`src/pkg/dct_defs.svh`:
```
// Register offsets, control field positions, reset values and counts
// for the down counter timer core.
// Assumes it is included by bare name from the top, prescaler and counter files.
`ifndef DCT_DEFS_SVH
`define DCT_DEFS_SVH

// ==========================================================
// Register offsets on the 5-bit register select
`define DCT_OFS_CONTROL 5'h10
`define DCT_OFS_VECTOR 5'h11
`define DCT_OFS_PRE_NULL 5'h12
`define DCT_OFS_PRE_HIGH 5'h13
`define DCT_OFS_PRE_MID 5'h14
`define DCT_OFS_PRE_LOW 5'h15
`define DCT_OFS_CNT_NULL 5'h16
`define DCT_OFS_CNT_HIGH 5'h17
`define DCT_OFS_CNT_MID 5'h18
`define DCT_OFS_CNT_LOW 5'h19
`define DCT_OFS_STATUS 5'h1a

// ==========================================================
// Control register fields
`define DCT_CTL_ENABLE 0
`define DCT_CTL_CLK_LO 1
`define DCT_CTL_CLK_HI 2
`define DCT_CTL_UNUSED 3
`define DCT_CTL_ZD_CTRL 4
`define DCT_CTL_OUT_LO 5
`define DCT_CTL_OUT_HI 7
`define DCT_ZFLAG_BIT 0

// Clock control encodings
`define DCT_CLK_SYS 2'h0
`define DCT_CLK_GATED 2'h1
`define DCT_CLK_PIN_PRE 2'h2
`define DCT_CLK_PIN 2'h3

// Output pin encodings (bits 7..6, and 7..5)
`define DCT_OUT_SQUARE 2'h1
`define DCT_OUT_VECTORED 3'h5
`define DCT_OUT_AUTOVEC 3'h7

// ==========================================================
// Reset values and counts
`define DCT_CTL_RESET 8'h00
`define DCT_VECTOR_RESET 8'h0f
`define DCT_PRE_TOP 5'h1f
`define DCT_PRE_BOTTOM 5'h00
`define DCT_CNT_ONE 24'h000001
`define DCT_CNT_ZERO 24'h000000
`define DCT_BYTE_ZERO 8'h00

`endif

```
`src/pkg/dct_pkg.sv`:
```
// Types shared by the down counter timer core modules.
// Assumes dct_defs.svh holds the numeric constants.
package dct_pkg;

   // ==========================================================
   // Register bus request as seen in one clock cycle
   typedef struct packed {
      logic sel;
      logic rd;
      logic [4:0] addr;
      logic [7:0] wdata;
   } dct_bus_req_t;

   // ==========================================================
   // State of the top module
   typedef struct packed {
      logic [7:0] timer_control_reg;
      logic [7:0] timer_vector;
      logic [7:0] preload_high;
      logic [7:0] preload_mid;
      logic [7:0] preload_low;
      logic zero_detect_flag;
      logic wave_level;
      logic pin_prev;
      logic busy;
      logic is_read;
      logic [7:0] rdata;
   } dct_top_state_t;

   // State of the prescaler
   typedef struct packed {
      logic [4:0] count;
   } dct_pre_state_t;

   // State of the 24-bit counter
   typedef struct packed {
      logic [23:0] count;
      logic loaded;
   } dct_cnt_state_t;

endpackage : dct_pkg

```
`src/logic/dct_timer_top.sv`:
```
// Timer section: control, vector, preload, count and status registers,
// the register bus slave and the timer pins.
// Assumes all pins are synchronous to clk and the host holds a bus cycle
// until the transfer acknowledge is seen.
`timescale 1ns/100ps
`include "dct_defs.svh"

// How it works
// RQ1 - Vector reads same in read and acknowledge
// RQ2 - Reset loads vector with 0f
// RQ3 - Three addressable preload bytes form reload
// RQ4 - Null pad below preload high reads zero
// RQ5 - Preload access allowed anytime, unguarded
// RQ6 - Software never programs preload of zero
// RQ7 - Reset keeps preload and counter contents
// RQ8 - Live count readable, writes ignored
// RQ9 - Null pad below count high reads zero
// RQ10 - Flag sets on one to zero decrement
// RQ11 - Status reads harmless; write one clears
// RQ12 - Reset clears control: halt, port pins
// RQ13 - Halt keeps counter stable and readable
// RQ14 - Halt forces prescaler to 1f
// RQ15 - Halt forces zero flag low
// RQ16 - Run clocks counter from chosen source
// RQ17 - Counter clocked by prescaler or pin
// RQ18 - First prescaler rollover loads, then counts
// RQ19 - First input edge loads, then counts
// RQ20 - Counter clock at most clk over eight
// RQ21 - Run needs enable, and input when gated
// RQ22 - Zero control: reload or roll over
// RQ23 - Clock control field selects clock source
// RQ24 - Square wave toggles on zero, high halted
// RQ25 - Acknowledge answered only with request asserted
module dct_timer_top (
   input wire logic clk,
   input wire logic reset,
   input wire logic chip_select_n,
   input wire logic read_not_write,
   input wire logic [4:0] reg_select,
   input wire logic [7:0] data_in,
   output logic [7:0] data_out,
   output logic data_oe,
   output logic transfer_acknowledge_n,
   output logic transfer_acknowledge_oe,
   input wire logic timer_int_acknowledge_n,
   input wire logic timer_input_pin,
   output logic timer_output_pin_o,
   output logic timer_output_pin_oe,
   output logic dual_input_pin_timer,
   output logic dual_acknowledge_pin_timer,
   output logic timer_running
);

   dct_pkg::dct_top_state_t st_r;
   dct_pkg::dct_top_state_t st_nxt;
   dct_pkg::dct_bus_req_t req;

   logic [1:0] clk_ctl;
   logic [2:0] out_ctl;
   logic run;
   logic pin_rise;
   logic pre_tick;
   logic pre_roll;
   logic cnt_clk;
   logic zero_hit;
   logic [23:0] cnt_value;
   logic [23:0] preload;
   logic irq_vectored;
   logic take;
   logic iack_take;
   logic [7:0] rd_val;

   // ==========================================================
   // Run state and clock selection
   assign clk_ctl = st_r.timer_control_reg[`DCT_CTL_CLK_HI:`DCT_CTL_CLK_LO];
   assign out_ctl = st_r.timer_control_reg[`DCT_CTL_OUT_HI:`DCT_CTL_OUT_LO];
   assign run = st_r.timer_control_reg[`DCT_CTL_ENABLE] &
      ((clk_ctl != `DCT_CLK_GATED) | timer_input_pin); // RQ21
   assign pin_rise = timer_input_pin & ~st_r.pin_prev;
   // System clock prescaling ticks every cycle; input modes tick on edges
   assign pre_tick = clk_ctl[1] ? pin_rise : 1'b1; // RQ23
   assign cnt_clk = (clk_ctl == `DCT_CLK_PIN) ?
      (run & pin_rise) : pre_roll; // RQ17 RQ19
   assign preload = {st_r.preload_high, st_r.preload_mid, st_r.preload_low};

   dct_prescaler u_pre (
      .clk(clk),
      .reset(reset),
      .run(run & (clk_ctl != `DCT_CLK_PIN)),
      .tick(pre_tick),
      .count(),
      .rollover(pre_roll)
   );

   dct_down_counter u_cnt (
      .clk(clk),
      .reset(reset),
      .run(run),
      .clk_en(cnt_clk),
      .rollover_mode(st_r.timer_control_reg[`DCT_CTL_ZD_CTRL]),
      .preload(preload),
      .count(cnt_value),
      .zero_hit(zero_hit)
   );

   // ==========================================================
   // Bus cycle qualification
   assign req.sel = ~chip_select_n;
   assign req.rd = read_not_write;
   assign req.addr = reg_select;
   assign req.wdata = data_in;
   assign irq_vectored = (out_ctl == `DCT_OUT_VECTORED) &
      st_r.zero_detect_flag;
   assign take = req.sel & ~st_r.busy;
   assign iack_take = ~timer_int_acknowledge_n & ~req.sel & ~st_r.busy &
      irq_vectored; // RQ25

   // ==========================================================
   // Read data multiplexer; count bytes come live, unlatched
   always_comb begin
      rd_val = `DCT_BYTE_ZERO;
      case (req.addr)
         `DCT_OFS_CONTROL: begin
            rd_val = st_r.timer_control_reg;
            rd_val[`DCT_CTL_UNUSED] = 1'b0;
         end
         `DCT_OFS_VECTOR: rd_val = st_r.timer_vector; // RQ1
         `DCT_OFS_PRE_NULL: rd_val = `DCT_BYTE_ZERO; // RQ4
         `DCT_OFS_PRE_HIGH: rd_val = st_r.preload_high; // RQ3
         `DCT_OFS_PRE_MID: rd_val = st_r.preload_mid; // RQ3
         `DCT_OFS_PRE_LOW: rd_val = st_r.preload_low; // RQ3
         `DCT_OFS_CNT_NULL: rd_val = `DCT_BYTE_ZERO; // RQ9
         `DCT_OFS_CNT_HIGH: rd_val = cnt_value[23:16]; // RQ8
         `DCT_OFS_CNT_MID: rd_val = cnt_value[15:8]; // RQ8
         `DCT_OFS_CNT_LOW: rd_val = cnt_value[7:0]; // RQ8
         `DCT_OFS_STATUS: rd_val[`DCT_ZFLAG_BIT] = st_r.zero_detect_flag;
         default: rd_val = `DCT_BYTE_ZERO;
      endcase
   end

   // ==========================================================
   // Next state
   always_comb begin
      st_nxt = st_r;
      st_nxt.pin_prev = timer_input_pin;
      // Cycle ends once both strobes are negated
      if (st_r.busy & ~req.sel & timer_int_acknowledge_n) begin
         st_nxt.busy = 1'b0;
         st_nxt.is_read = 1'b0;
      end
      if (take) begin
         st_nxt.busy = 1'b1;
         st_nxt.is_read = req.rd;
         st_nxt.rdata = req.rd ? rd_val : `DCT_BYTE_ZERO;
         if (!req.rd) begin
            // Null pads, count bytes and unmapped writes are dropped
            case (req.addr)
               `DCT_OFS_CONTROL: st_nxt.timer_control_reg = req.wdata;
               `DCT_OFS_VECTOR: st_nxt.timer_vector = req.wdata;
               `DCT_OFS_PRE_HIGH: st_nxt.preload_high = req.wdata; // RQ5
               `DCT_OFS_PRE_MID: st_nxt.preload_mid = req.wdata; // RQ5
               `DCT_OFS_PRE_LOW: st_nxt.preload_low = req.wdata; // RQ5
               `DCT_OFS_STATUS: begin
                  if (req.wdata[`DCT_ZFLAG_BIT]) begin
                     st_nxt.zero_detect_flag = 1'b0; // RQ11
                  end
               end
               default: st_nxt.rdata = st_nxt.rdata;
            endcase
         end
      end
      if (iack_take) begin
         st_nxt.busy = 1'b1;
         st_nxt.is_read = 1'b1;
         st_nxt.rdata = st_r.timer_vector; // RQ1 RQ25
      end
      // A zero detect in the clearing cycle wins over the clear
      if (zero_hit) begin
         st_nxt.zero_detect_flag = 1'b1; // RQ10
      end
      if (!run) begin
         st_nxt.zero_detect_flag = 1'b0; // RQ15
         st_nxt.wave_level = 1'b1; // RQ24
      end else if (zero_hit) begin
         st_nxt.wave_level = ~st_r.wave_level; // RQ24
      end
      // Preload bytes are left alone so reset keeps them
      if (reset) begin
         st_nxt.timer_control_reg = `DCT_CTL_RESET; // RQ12
         st_nxt.timer_vector = `DCT_VECTOR_RESET; // RQ2
         st_nxt.zero_detect_flag = 1'b0;
         st_nxt.wave_level = 1'b1;
         st_nxt.pin_prev = 1'b0;
         st_nxt.busy = 1'b0;
         st_nxt.is_read = 1'b0;
         st_nxt.rdata = `DCT_BYTE_ZERO;
      end
   end

   always_ff @(posedge clk) begin
      st_r <= st_nxt;
   end

   // ==========================================================
   // Outputs
   assign data_out = st_r.rdata;
   assign data_oe = st_r.busy & st_r.is_read;
   assign transfer_acknowledge_n = ~st_r.busy;
   assign transfer_acknowledge_oe = st_r.busy;
   assign timer_running = run; // RQ16

   // Port C use shows as pin released; interrupt request drives low on flag
   always_comb begin
      timer_output_pin_o = 1'b1;
      timer_output_pin_oe = 1'b0;
      if (out_ctl[2:1] == `DCT_OUT_SQUARE) begin
         timer_output_pin_o = st_r.wave_level; // RQ24
         timer_output_pin_oe = 1'b1;
      end else if (out_ctl == `DCT_OUT_VECTORED ||
                   out_ctl == `DCT_OUT_AUTOVEC) begin
         timer_output_pin_o = ~st_r.zero_detect_flag;
         timer_output_pin_oe = 1'b1;
      end
   end

   assign dual_input_pin_timer = (clk_ctl != `DCT_CLK_SYS); // RQ23
   assign dual_acknowledge_pin_timer = (out_ctl[2:1] == 2'h2); // RQ12
endmodule : dct_timer_top

```
`src/logic/dct_prescaler.sv`:
```
// Five-bit divide-by-32 prescaler of the timer.
// Assumes tick is a one-cycle enable and run comes from the control state.
`timescale 1ns/100ps
`include "dct_defs.svh"

module dct_prescaler (
   input wire logic clk,
   input wire logic reset,
   input wire logic run,
   input wire logic tick,
   output logic [4:0] count,
   output logic rollover
);

   dct_pkg::dct_pre_state_t st_r;
   dct_pkg::dct_pre_state_t st_nxt;

   // ==========================================================
   // Next state
   always_comb begin
      st_nxt = st_r;
      if (!run) begin
         st_nxt.count = `DCT_PRE_TOP; // RQ14
      end else if (tick) begin
         st_nxt.count = st_r.count - 5'h01; // RQ16
      end
      if (reset) begin
         st_nxt.count = `DCT_PRE_TOP;
      end
   end

   always_ff @(posedge clk) begin
      st_r <= st_nxt;
   end

   assign count = st_r.count;
   // Passing 00 to 1F is the counter clock
   assign rollover = run & tick & (st_r.count == `DCT_PRE_BOTTOM); // RQ17
endmodule : dct_prescaler

```
`src/logic/dct_down_counter.sv`:
```
// 24-bit synchronous down counter with preload, reload and rollover.
// Assumes clk_en is a one-cycle counter clock from the prescaler or pin.
// The count has no reset: it keeps its value across reset.
`timescale 1ns/100ps
`include "dct_defs.svh"

module dct_down_counter (
   input wire logic clk,
   input wire logic reset,
   input wire logic run,
   input wire logic clk_en,
   input wire logic rollover_mode,
   input wire logic [23:0] preload,
   output logic [23:0] count,
   output logic zero_hit
);

   dct_pkg::dct_cnt_state_t st_r;
   dct_pkg::dct_cnt_state_t st_nxt;
   logic reload;

   // First clock after run, or first clock after zero in reload mode
   assign reload = !st_r.loaded ||
      (st_r.count == `DCT_CNT_ZERO && !rollover_mode); // RQ22

   // ==========================================================
   // Next state
   always_comb begin
      st_nxt = st_r;
      if (!run) begin
         st_nxt.loaded = 1'b0; // RQ13
      end else if (clk_en) begin
         st_nxt.loaded = 1'b1;
         if (reload) begin
            st_nxt.count = preload; // RQ18 RQ19
         end else begin
            // Wraps to ffffff from zero in rollover mode
            st_nxt.count = st_r.count - `DCT_CNT_ONE; // RQ17
         end
      end
      if (reset) begin
         st_nxt.loaded = 1'b0; // RQ7
      end
   end

   always_ff @(posedge clk) begin
      st_r <= st_nxt;
   end

   assign count = st_r.count;
   assign zero_hit = run & clk_en & st_r.loaded &
      (st_r.count == `DCT_CNT_ONE); // RQ10
endmodule : dct_down_counter

```
`config.mk`:
```
export PLATFORM = sky130hd
export DESIGN_NAME = dct_timer_top
export DESIGN_NICKNAME = d
export VERILOG_FILES = /design/src/pkg/dct_pkg.sv /design/src/logic/dct_timer_top.sv /design/src/logic/dct_prescaler.sv /design/src/logic/dct_down_counter.sv
export VERILOG_INCLUDE_DIRS = /design/src /design/src/pkg
export SDC_FILE = /design/constraint.sdc
export NUM_CORES = 1
export LEC_CHECK = 0
export BUFFER_PORTS_ARGS = -buffer_cell sky130_fd_sc_hd__buf_2
export CORE_MARGIN = 2
export CORE_UTILIZATION = 54
export DETAILED_ROUTE_END_ITERATION = 7
export PLACE_DENSITY = 0.76
export SYNTH_ARGS = -nofsm -noshare
export SYNTH_HDL_FRONTEND = slang
export SYNTH_SLANG_ARGS = --single-unit
```
`constraint.sdc`:
```
create_clock -name clk -period 2.7 [get_ports clk]
set_input_delay 0.675 -clock clk [delete_from_list [all_inputs] [get_ports clk]]
set_output_delay 0.675 -clock clk [all_outputs]
set_load 0.02 [all_outputs]
```
==> metrics.cfg, run 1 <==
[yosys]
synth_cell_type_count = 56
synth_edf_count = 48
async_flop_share_pct = 0
synth_area_mm2 = 0.00432
seq_area_frac_synth_pct = 49.1
synth.avg_cell_area_um2 = 9.87
synth.net_count = 462
synth_flop_cell = edfxtp_1
ys_ff_latch = 82
syn_inst = 438
synth-warning-count = 0

[die]
top_level_ports = 35
die_y_um = 93.5
dieArea_mm2 = 0.00874
core_area_mm2 = 0.00773
die_x_um = 93.5
rows = 32
start_util_pct = 55.9

[global_route]
gr-total-overflow = 0
grt_max_degree = 32
met1_usage_pct = 40.5
grt_busiest_layer = met2
grt_usage_pct = 27.4
use_met3_pct = 3.95
first_global_vias = 3375
met2_usage_pct = 41.2
grt_pass1_wl_um = 18200
grt_antenna_before_repair = 0

[final_layout]
layout_commonest_cell = nor2_1
area_growth_pct = 13.6
nNetsFinal = 508
drive_gt1_share_pct = 19.2
n_antenna_cell = 0
finalNonFillerCells = 591
layout.cells.most_common_list = 50 x nor2_1, 48 x edfxtp_1, 37 x a21oi_1, 37 x nand2_1

[routing]
via_per_inst = 6.08
drt-initial-drc-count = 460
drc = 0
wl_um = 11400
first_pass_iters = 6
antenna_left = 0
num_vias = 3593
wire_per_inst_um = 19.3

[timing]
max_slew_margin_pct = 58.7
slew_viol_final = 0
clock.fmax_ghz = 0.379
tns_ns = 0
setup_slack_ns = 0.0642
whs_ns = 0.497
tightestPinTransition_ns = 0.604
period_share_pct = 97.6
setup_viol = 0
min_period_ns = 2.64
hold_viol = 0
skew_ns = 0.0100

[power]
p_leak_uw = 0.00186
irDropWorstVdd_mv = 0.402
switching_share_pct = 23.4
p_comb_share_pct = 4.9
power_uw = 2410
internal_power_uw = 1850
pwr-share-clk_pct = 40.2
seqPwrFrac_pct = 54.9
p_sw_uw = 565
p_per_area_mw_per_mm2 = 491

[placement]
io_buffer_count = 34
dp_cells = 575
finalWeightedCongestion = 0.959
hpwl_um = 8590
pre_cts_slack_ns = 0.0473

[cts]
insertion_delay_ns = 0.36
cts_resized = 0
clock-sinks = 82
cts_buffers = 9
cts_max_path_buffers = 2
hold_buffers = 0
post-cts-setup-buffer-count = 0
root_buffer = clkbuf_8
cts.htree.levels = 3
cts_tree = yes
clk_pin_slew_ns = 0.09

[min_path]
min_from = u_pre.count[4]$_SDFFE_PP1P_
hp-class = flop to flop

[worst_setup_path]
arrival_ns = 2.75
path_class = flop to flop
regToRegStartpoint = u_cnt.count[11]$_DFFE_PN_
start_kind = flop
cp.required_ns = 2.82
rrSetupSlack_ns = 0.06
cp_max_fo = 14
startpoint = u_cnt.count[11]$_DFFE_PN_
cp-end-kind = flop

[outcome]
outcome = completed

[flow_run]
maxCapViolCount = 0

==> power groups by stage <==
stage               logic, uW  clock network (uW)  registers, uW
floorplan                67.4                   0           1350
global placement          114                   0           1350
detailed placement        115                   0           1350
CTS                       116                 974           1320
global route              128                1030           1320
finish                    118                 968           1320
==> state kept, by name, summed over array words and instances (netlist names) <==
name	count
u_pre.count	5
st_r	14
clk_ctl	2
u_cnt.st_r	1
preload	24
u_cnt.count	24
data_out	8
out_ctl	3
transfer_acknowledge_oe	1
==> cells in the mapped netlist (5+ instances only) <==
library cell  instances  area, um2
a32oi_1               5       43.8
inv_1                 9       33.8
and3_1               16        100
clkbuf_1             14       52.6
ha_1                  5       62.6
nor2_1               50        188
nand2_1              37        139
nand4_1               6       37.5
nand3_1              17       85.1
a21oi_1              37        185
nor3_1                8       40.0
xor2_1               10       87.6
dfxtp_1              34        681
buf_4                 8       60.1
edfxtp_1             48       1440
xnor2_1              15        131
o22ai_1               5       31.3
buf_6                 5       56.3
nor2b_1               8       50.1
o21ai_0              11       55.1
mux2i_1              15        150
a22oi_1               8       60.1
and2_1                9       56.3
==> per-layer routing <==
metal	vias to the layer above	wire [um]
met5	-	0
met4	0	341
met3	27	1010
met2	154	5090
met1	1718	4940
li1	1694	-
==> area by class of cell <==
class	instances	area, um2
clock buffers	12	188
repair buffers	64	408
well taps	102	128
multi-input cells	318	2000
clock inverters	4	32.5
flip-flops and latches	82	2120
inverters	9	33.8
fillers	640	2820
==> worst paths after layout <==
check / to / cells past startpoint
worst max-delay path: u_cnt.count[13]$_DFFE_PN_ / 6
worst min-delay path: u_pre.count[4]$_SDFFE_PP1P_ / 2
worst max register to register: u_cnt.count[13]$_DFFE_PN_ / 6
worst min register to register: u_pre.count[4]$_SDFFE_PP1P_ / 2
==> cell families (layout without fill, tap and decap cells) <==
logic type	count (synthesis)	count (layout)	share of synthesized area [%]
compound gates	87	87	12.7
xor+xnor	25	25	5.07
flops	82	82	49.1
mux	21	21	5.64
buf+inv	38	89	4.86
fa+ha+maj	5	5	1.45
simple gates	180	180	21.2
==> through the flow <==
step           area (um2)  util, %
2_1_floorplan        4320        -
3_3_place_gp         4670     60.4
3_5_place_dp         4670     60.4
4_1_cts              4890     63.3
5_1_grt              4910     63.5
6_report             4910     63.5
==> critical path: stages, from the launching register on <==
cell and delay [ns]:
edfxtp_1 0.41, or4_4 0.56, or4b_4 0.56, o41a_1 0.47
buf_4 0.23, nor2_1 0.11, a21oi_1 0.05
(Power assumes the default switching activity.)
==> run 2: changes to the inputs <==
- CORE_UTILIZATION: 54 -> 35
- PLACE_DENSITY: 0.76 -> 0.6
==> run 2 against run 1 <==
Critical path depth up 1. Largest cell class unchanged. Via count up 0.67%. Global-route usage decreased by 8.0 points. Sequential power about the same. Count of clock-buffer cells in the layout fell by 3. Combinational power is 4% higher.
==> metrics.cfg, run 2 (synthesis results as in run 1) <==
[timing]
tns_ns = 0
max_slew_margin_pct = 64.2
rsz0062_at_grt = true
period_share_pct = 98.1
clock.fmax_ghz = 0.377
min_period_ns = 2.65
tightestPinTransition_ns = 0.524
hold_viol = 0
setup_viol = 0
slew_viol_final = 0
skew_ns = 0.00737
whs_ns = 0.489

[routing]
wl_um = 12500
dr_wl_met2_um = 5910
antenna_left = 0
top_layer = met4
drt-initial-drc-count = 395
num_vias = 3617
drc = 0
drt-met1-wl_um = 5470
first_pass_iters = 5
via_per_inst = 5.68
wl_met3_um = 898
wire_per_inst_um = 19.7

[worst_setup_path]
regToRegStartpoint = u_cnt.count[10]$_DFFE_PN_
cp_max_fo = 8
rr_worst_depth = 7
start_kind = flop
cp.required_ns = 2.79
cpPeakStageDelay_ns = 0.56
arrival_ns = 2.74
path_cells = or4_4, or4b_4, o41a_1, buf_6, clkbuf_16, nor2_1, a21oi_1
cp_slowest_cell = or4b_4
path_class = flop to flop
rrSetupSlack_ns = 0.05
reg2reg_to = u_cnt.count[18]$_DFFE_PN_
cp-end-kind = flop

[final_layout]
utilization_pct = 42.6
finalNonFillerCells = 637
area_growth_pct = 18.2
layout_commonest_cell = nor2_1
n_antenna_cell = 0
nNetsFinal = 509
drive_gt1_share_pct = 19.8
final_cell_area_mm2 = 0.00511
layout.cells.most_common_list = 49 x nor2_1, 48 x edfxtp_1, 37 x a21oi_1, 37 x nand2_1

[die]
top_level_ports = 35
die_y_um = 115
start_util_pct = 36.0
rows = 40
core_area_mm2 = 0.0120
dieArea_mm2 = 0.0133
die_x_um = 115

[power]
pwr-share-clk_pct = 46.8
switching_share_pct = 22.9
p_comb_share_pct = 4.5
irDropWorstVdd_mv = 0.303
p_sw_uw = 623
seqPwrFrac_pct = 48.7
p_per_area_mw_per_mm2 = 532
p_leak_uw = 0.00192
internal_power_uw = 2100

[min_path]
min_from = u_pre.count[4]$_SDFFE_PP1P_
min_path_cells = 2
min_to = u_pre.count[4]$_SDFFE_PP1P_
hp-class = flop to flop

[outcome]
outcome = completed

[global_route]
gr-total-overflow = 0
grt_usage_pct = 19.4
first_global_vias = 3422
grt_antenna_before_repair = 0
grt_pass1_wl_um = 19300
grt_max_degree = 33

[cts]
cts.htree.levels = 3
cts_tree = yes
hold_buffers = 0
cts_buffers = 9
root_buffer = clkbuf_16
cts_max_path_buffers = 2
clock-sinks = 82
clk_pin_slew_ns = 0.07
insertion_delay_ns = 0.34

[flow_run]
maxCapViolCount = 0

[placement]
dp_cells = 616
io_buffer_count = 34
finalWeightedCongestion = 0.931
dpl_cell_area_mm2 = 0.00471
hpwl_um = 9300

==> run 2: per-stage QoR <==
stage,setup WS (ns),total power [uW]
finish,0.0501,2720
global route,-0.0196,2800
CTS,0.0233,2740
detailed placement,0.0522,1470
global placement,0.145,1470
floorplan,0.104,1420
==> run 2: area by class of cell <==
type	count	area, um2
fill	1178	6900
sequential	82	2120
multi-input combinational	318	2010
timing repair buffer	65	458
clock buffer	9	225
tap	147	184
clock inverter	7	81.3
inverter	9	33.8
==> run 2: power by group through the flow <==
| stage | Sequential [uW] | Combinational, uW | Clock [uW] |
|---|---|---|---|
| 2_1_floorplan | 1350 | 67.4 | 0 |
| 3_3_place_gp | 1350 | 119 | 0 |
| 3_5_place_dp | 1350 | 120 | 0 |
| 4_1_cts | 1320 | 120 | 1290 |
| 5_1_grt | 1320 | 133 | 1350 |
| 6_report | 1320 | 123 | 1270 |
==> run 2: worst max-delay path by stage <==
stage                              startpoint  slack [ns]                        end  cells after the start
floorplan           u_cnt.count[10]$_DFFE_PN_        0.10   u_cnt.count[0]$_DFFE_PN_                      5
global placement    u_cnt.count[10]$_DFFE_PN_        0.15   u_cnt.count[8]$_DFFE_PN_                      6
detailed placement  u_cnt.count[10]$_DFFE_PN_        0.05  u_cnt.count[19]$_DFFE_PN_                      6
CTS                 u_cnt.count[10]$_DFFE_PN_        0.02  u_cnt.count[19]$_DFFE_PN_                      6
global route        u_cnt.count[11]$_DFFE_PN_       -0.02   u_cnt.count[2]$_DFFE_PN_                      7
finish              u_cnt.count[10]$_DFFE_PN_        0.05  u_cnt.count[18]$_DFFE_PN_                      7
==> run 2: repair_timing <==
action	in CTS	in global routing
setup buffers	0	3
endpoints found under the setup margin	0	18
resized for setup	0	6
hold endpoints to repair	0	0
==> run 2: metal layers <==
layer | vias to the layer above | global-route usage, %
li1 | 1697 | -
met1 | 1740 | 26.9
met5 | - | 0
met2 | 157 | 30.9
met4 | 0 | 6.02
met3 | 23 | 3.58
==> run 2: worst max-delay path: cells and delay by family (launching register included) <==
| kind | cells | cell delay, ns |
|---|---|---|
| flip-flops | 1 | 0.40 |
| AO/OA/AOI/OAI | 2 | 0.50 |
| AND/OR/NAND/NOR | 3 | 1.20 |
| buffers and inverters | 2 | 0.32 |
==> run 3: changes to the inputs <==
- CORE_ASPECT_RATIO: default -> 1.2
- SETUP_SLACK_MARGIN: default -> 0.05
==> run 3 against run 2 <==
First-iteration DRC count increased by 20%. Core utilization decreased by 0.16 points. Combinational power about the same.
==> metrics.cfg, run 3 (synthesis results as in run 1) <==
[cts]
root_buffer = clkbuf_16
cts_max_path_buffers = 2
post-cts-setup-buffer-count = 0
cts_resized = 0
cts_tree = yes
hold_buffers = 0
clk_pin_slew_ns = 0.07
cts.htree.levels = 3
cts_buffers = 9
clock-sinks = 82
insertion_delay_ns = 0.34

[placement]
dpl_cell_area_mm2 = 0.00472
dp_cells = 631
finalWeightedCongestion = 0.897
io_buffer_count = 34
pre_cts_slack_ns = 0.0799
hpwl_um = 9080

[timing]
period_share_pct = 95.9
max_slew_margin_pct = 59.9
whs_ns = 0.489
skew_ns = 0.0102
setup_slack_ns = 0.111
tightestPinTransition_ns = 0.598
setup_viol = 0
rsz0062_at_grt = false
clock.fmax_ghz = 0.386
slew_viol_final = 0
min_period_ns = 2.59
hold_viol = 0
tns_ns = 0

[power]
p_leak_uw = 0.00191
irDropWorstVdd_mv = 0.392
p_per_area_mw_per_mm2 = 520

[worst_setup_path]
cp-end-kind = flop
path_class = flop to flop
start_kind = flop
cp.required_ns = 2.79
cp_common_cell = or4_4
cpPeakStageDelay_ns = 0.56
path_cells = or4_4, or4_4, o41a_4, clkbuf_16, nor2_1, a21oi_1
cp_slowest_cell = or4_4
cp_max_fo = 7
arrival_ns = 2.68
rrSetupSlack_ns = 0.11

[final_layout]
layout.cells.most_common_list = 50 x nor2_1, 48 x edfxtp_1, 37 x a21oi_1, 37 x nand2_1, 35 x buf_2
nNetsFinal = 508
drive_gt1_share_pct = 19.8
finalNonFillerCells = 650
n_antenna_cell = 0
area_growth_pct = 18.2
final_cell_area_mm2 = 0.00511
layout_commonest_cell = nor2_1
fillCellCount = 1174

[min_path]
hp-class = flop to flop

[outcome]
outcome = completed

[die]
rows = 44
start_util_pct = 35.9
die_x_um = 105
core_area_mm2 = 0.0121
dieArea_mm2 = 0.0133
die_y_um = 126
top_level_ports = 35

[routing]
antenna_left = 0
wire_per_inst_um = 18.9
num_vias = 3646
drc = 0
via_per_inst = 5.61
first_pass_iters = 5
wl_um = 12300
drt-initial-drc-count = 474

[global_route]
grt_antenna_before_repair = 0
grt_pass1_wl_um = 19100
first_global_vias = 3509
grt_usage_pct = 18.6
grt_max_degree = 29
gr-total-overflow = 0

[flow_run]
maxCapViolCount = 0

-- run 3: changes by cell type in the layout (fill, tap and decap cells not counted), moves of 2 or more --
cell   change
inv_4      +2
inv_6      -2
or4_1      -2
or4_4      +2
-- run 3: critical path: cells and delay by family (launching register included) --
| kind | cells | cell delay [ns] |
|---|---|---|
| buffers and inverters | 1 | 0.19 |
| AO/OA/AOI/OAI | 2 | 0.57 |
| AND/OR/NAND/NOR | 3 | 1.17 |
| flip-flops | 1 | 0.41 |
-- run 3: layer usage --
layer	up-vias	global-route usage, %	part of all wire [%]
met2	144	30.3	48
li1	1694	-	-
met4	0	8.55	3.6
met1	1776	24.0	43
met5	-	0	0
met3	32	3.42	6.0
-- run 3: area by class of cell --
type                            count  area, um2  share of cell area [%]
Clock inverter                      6       43.8                   0.857
Timing Repair Buffer               64        444                    8.69
Multi-Input combinational cell    318       2020                    39.4
Inverter                            9       33.8                   0.661
Tap cell                          161        201                    3.94
Sequential cell                    82       2120                    41.5
Clock buffer                       10        250                    4.90
-- run 3: per-stage QoR --
stage | total power, uW | util (%)
3_5_place_dp | 1470 | 39.2
2_1_floorplan | 1420 | -
6_report | 2660 | 42.4
3_3_place_gp | 1470 | 39.2
4_1_cts | 2670 | 41.6
5_1_grt | 2740 | 42.4
-- run 3: worst paths after layout --
kind,from,end,cells after the start
setup / recovery,u_cnt.count[18]$_DFFE_PN_,u_cnt.count[8]$_DFFE_PN_,6
hold reg to reg,u_pre.count[4]$_SDFFE_PP1P_,u_pre.count[4]$_SDFFE_PP1P_,2
setup reg to reg,u_cnt.count[18]$_DFFE_PN_,u_cnt.count[8]$_DFFE_PN_,6
hold / removal,u_pre.count[4]$_SDFFE_PP1P_,u_pre.count[4]$_SDFFE_PP1P_,2
-- run 3: report_power, final --
| group | switching, uW | internal [uW] | total [uW] |
|---|---|---|---|
| Clock | 524 | 687 | 1210 |
| Sequential | 4.78 | 1320 | 1320 |
| Combinational | 78.3 | 43.4 | 122 |
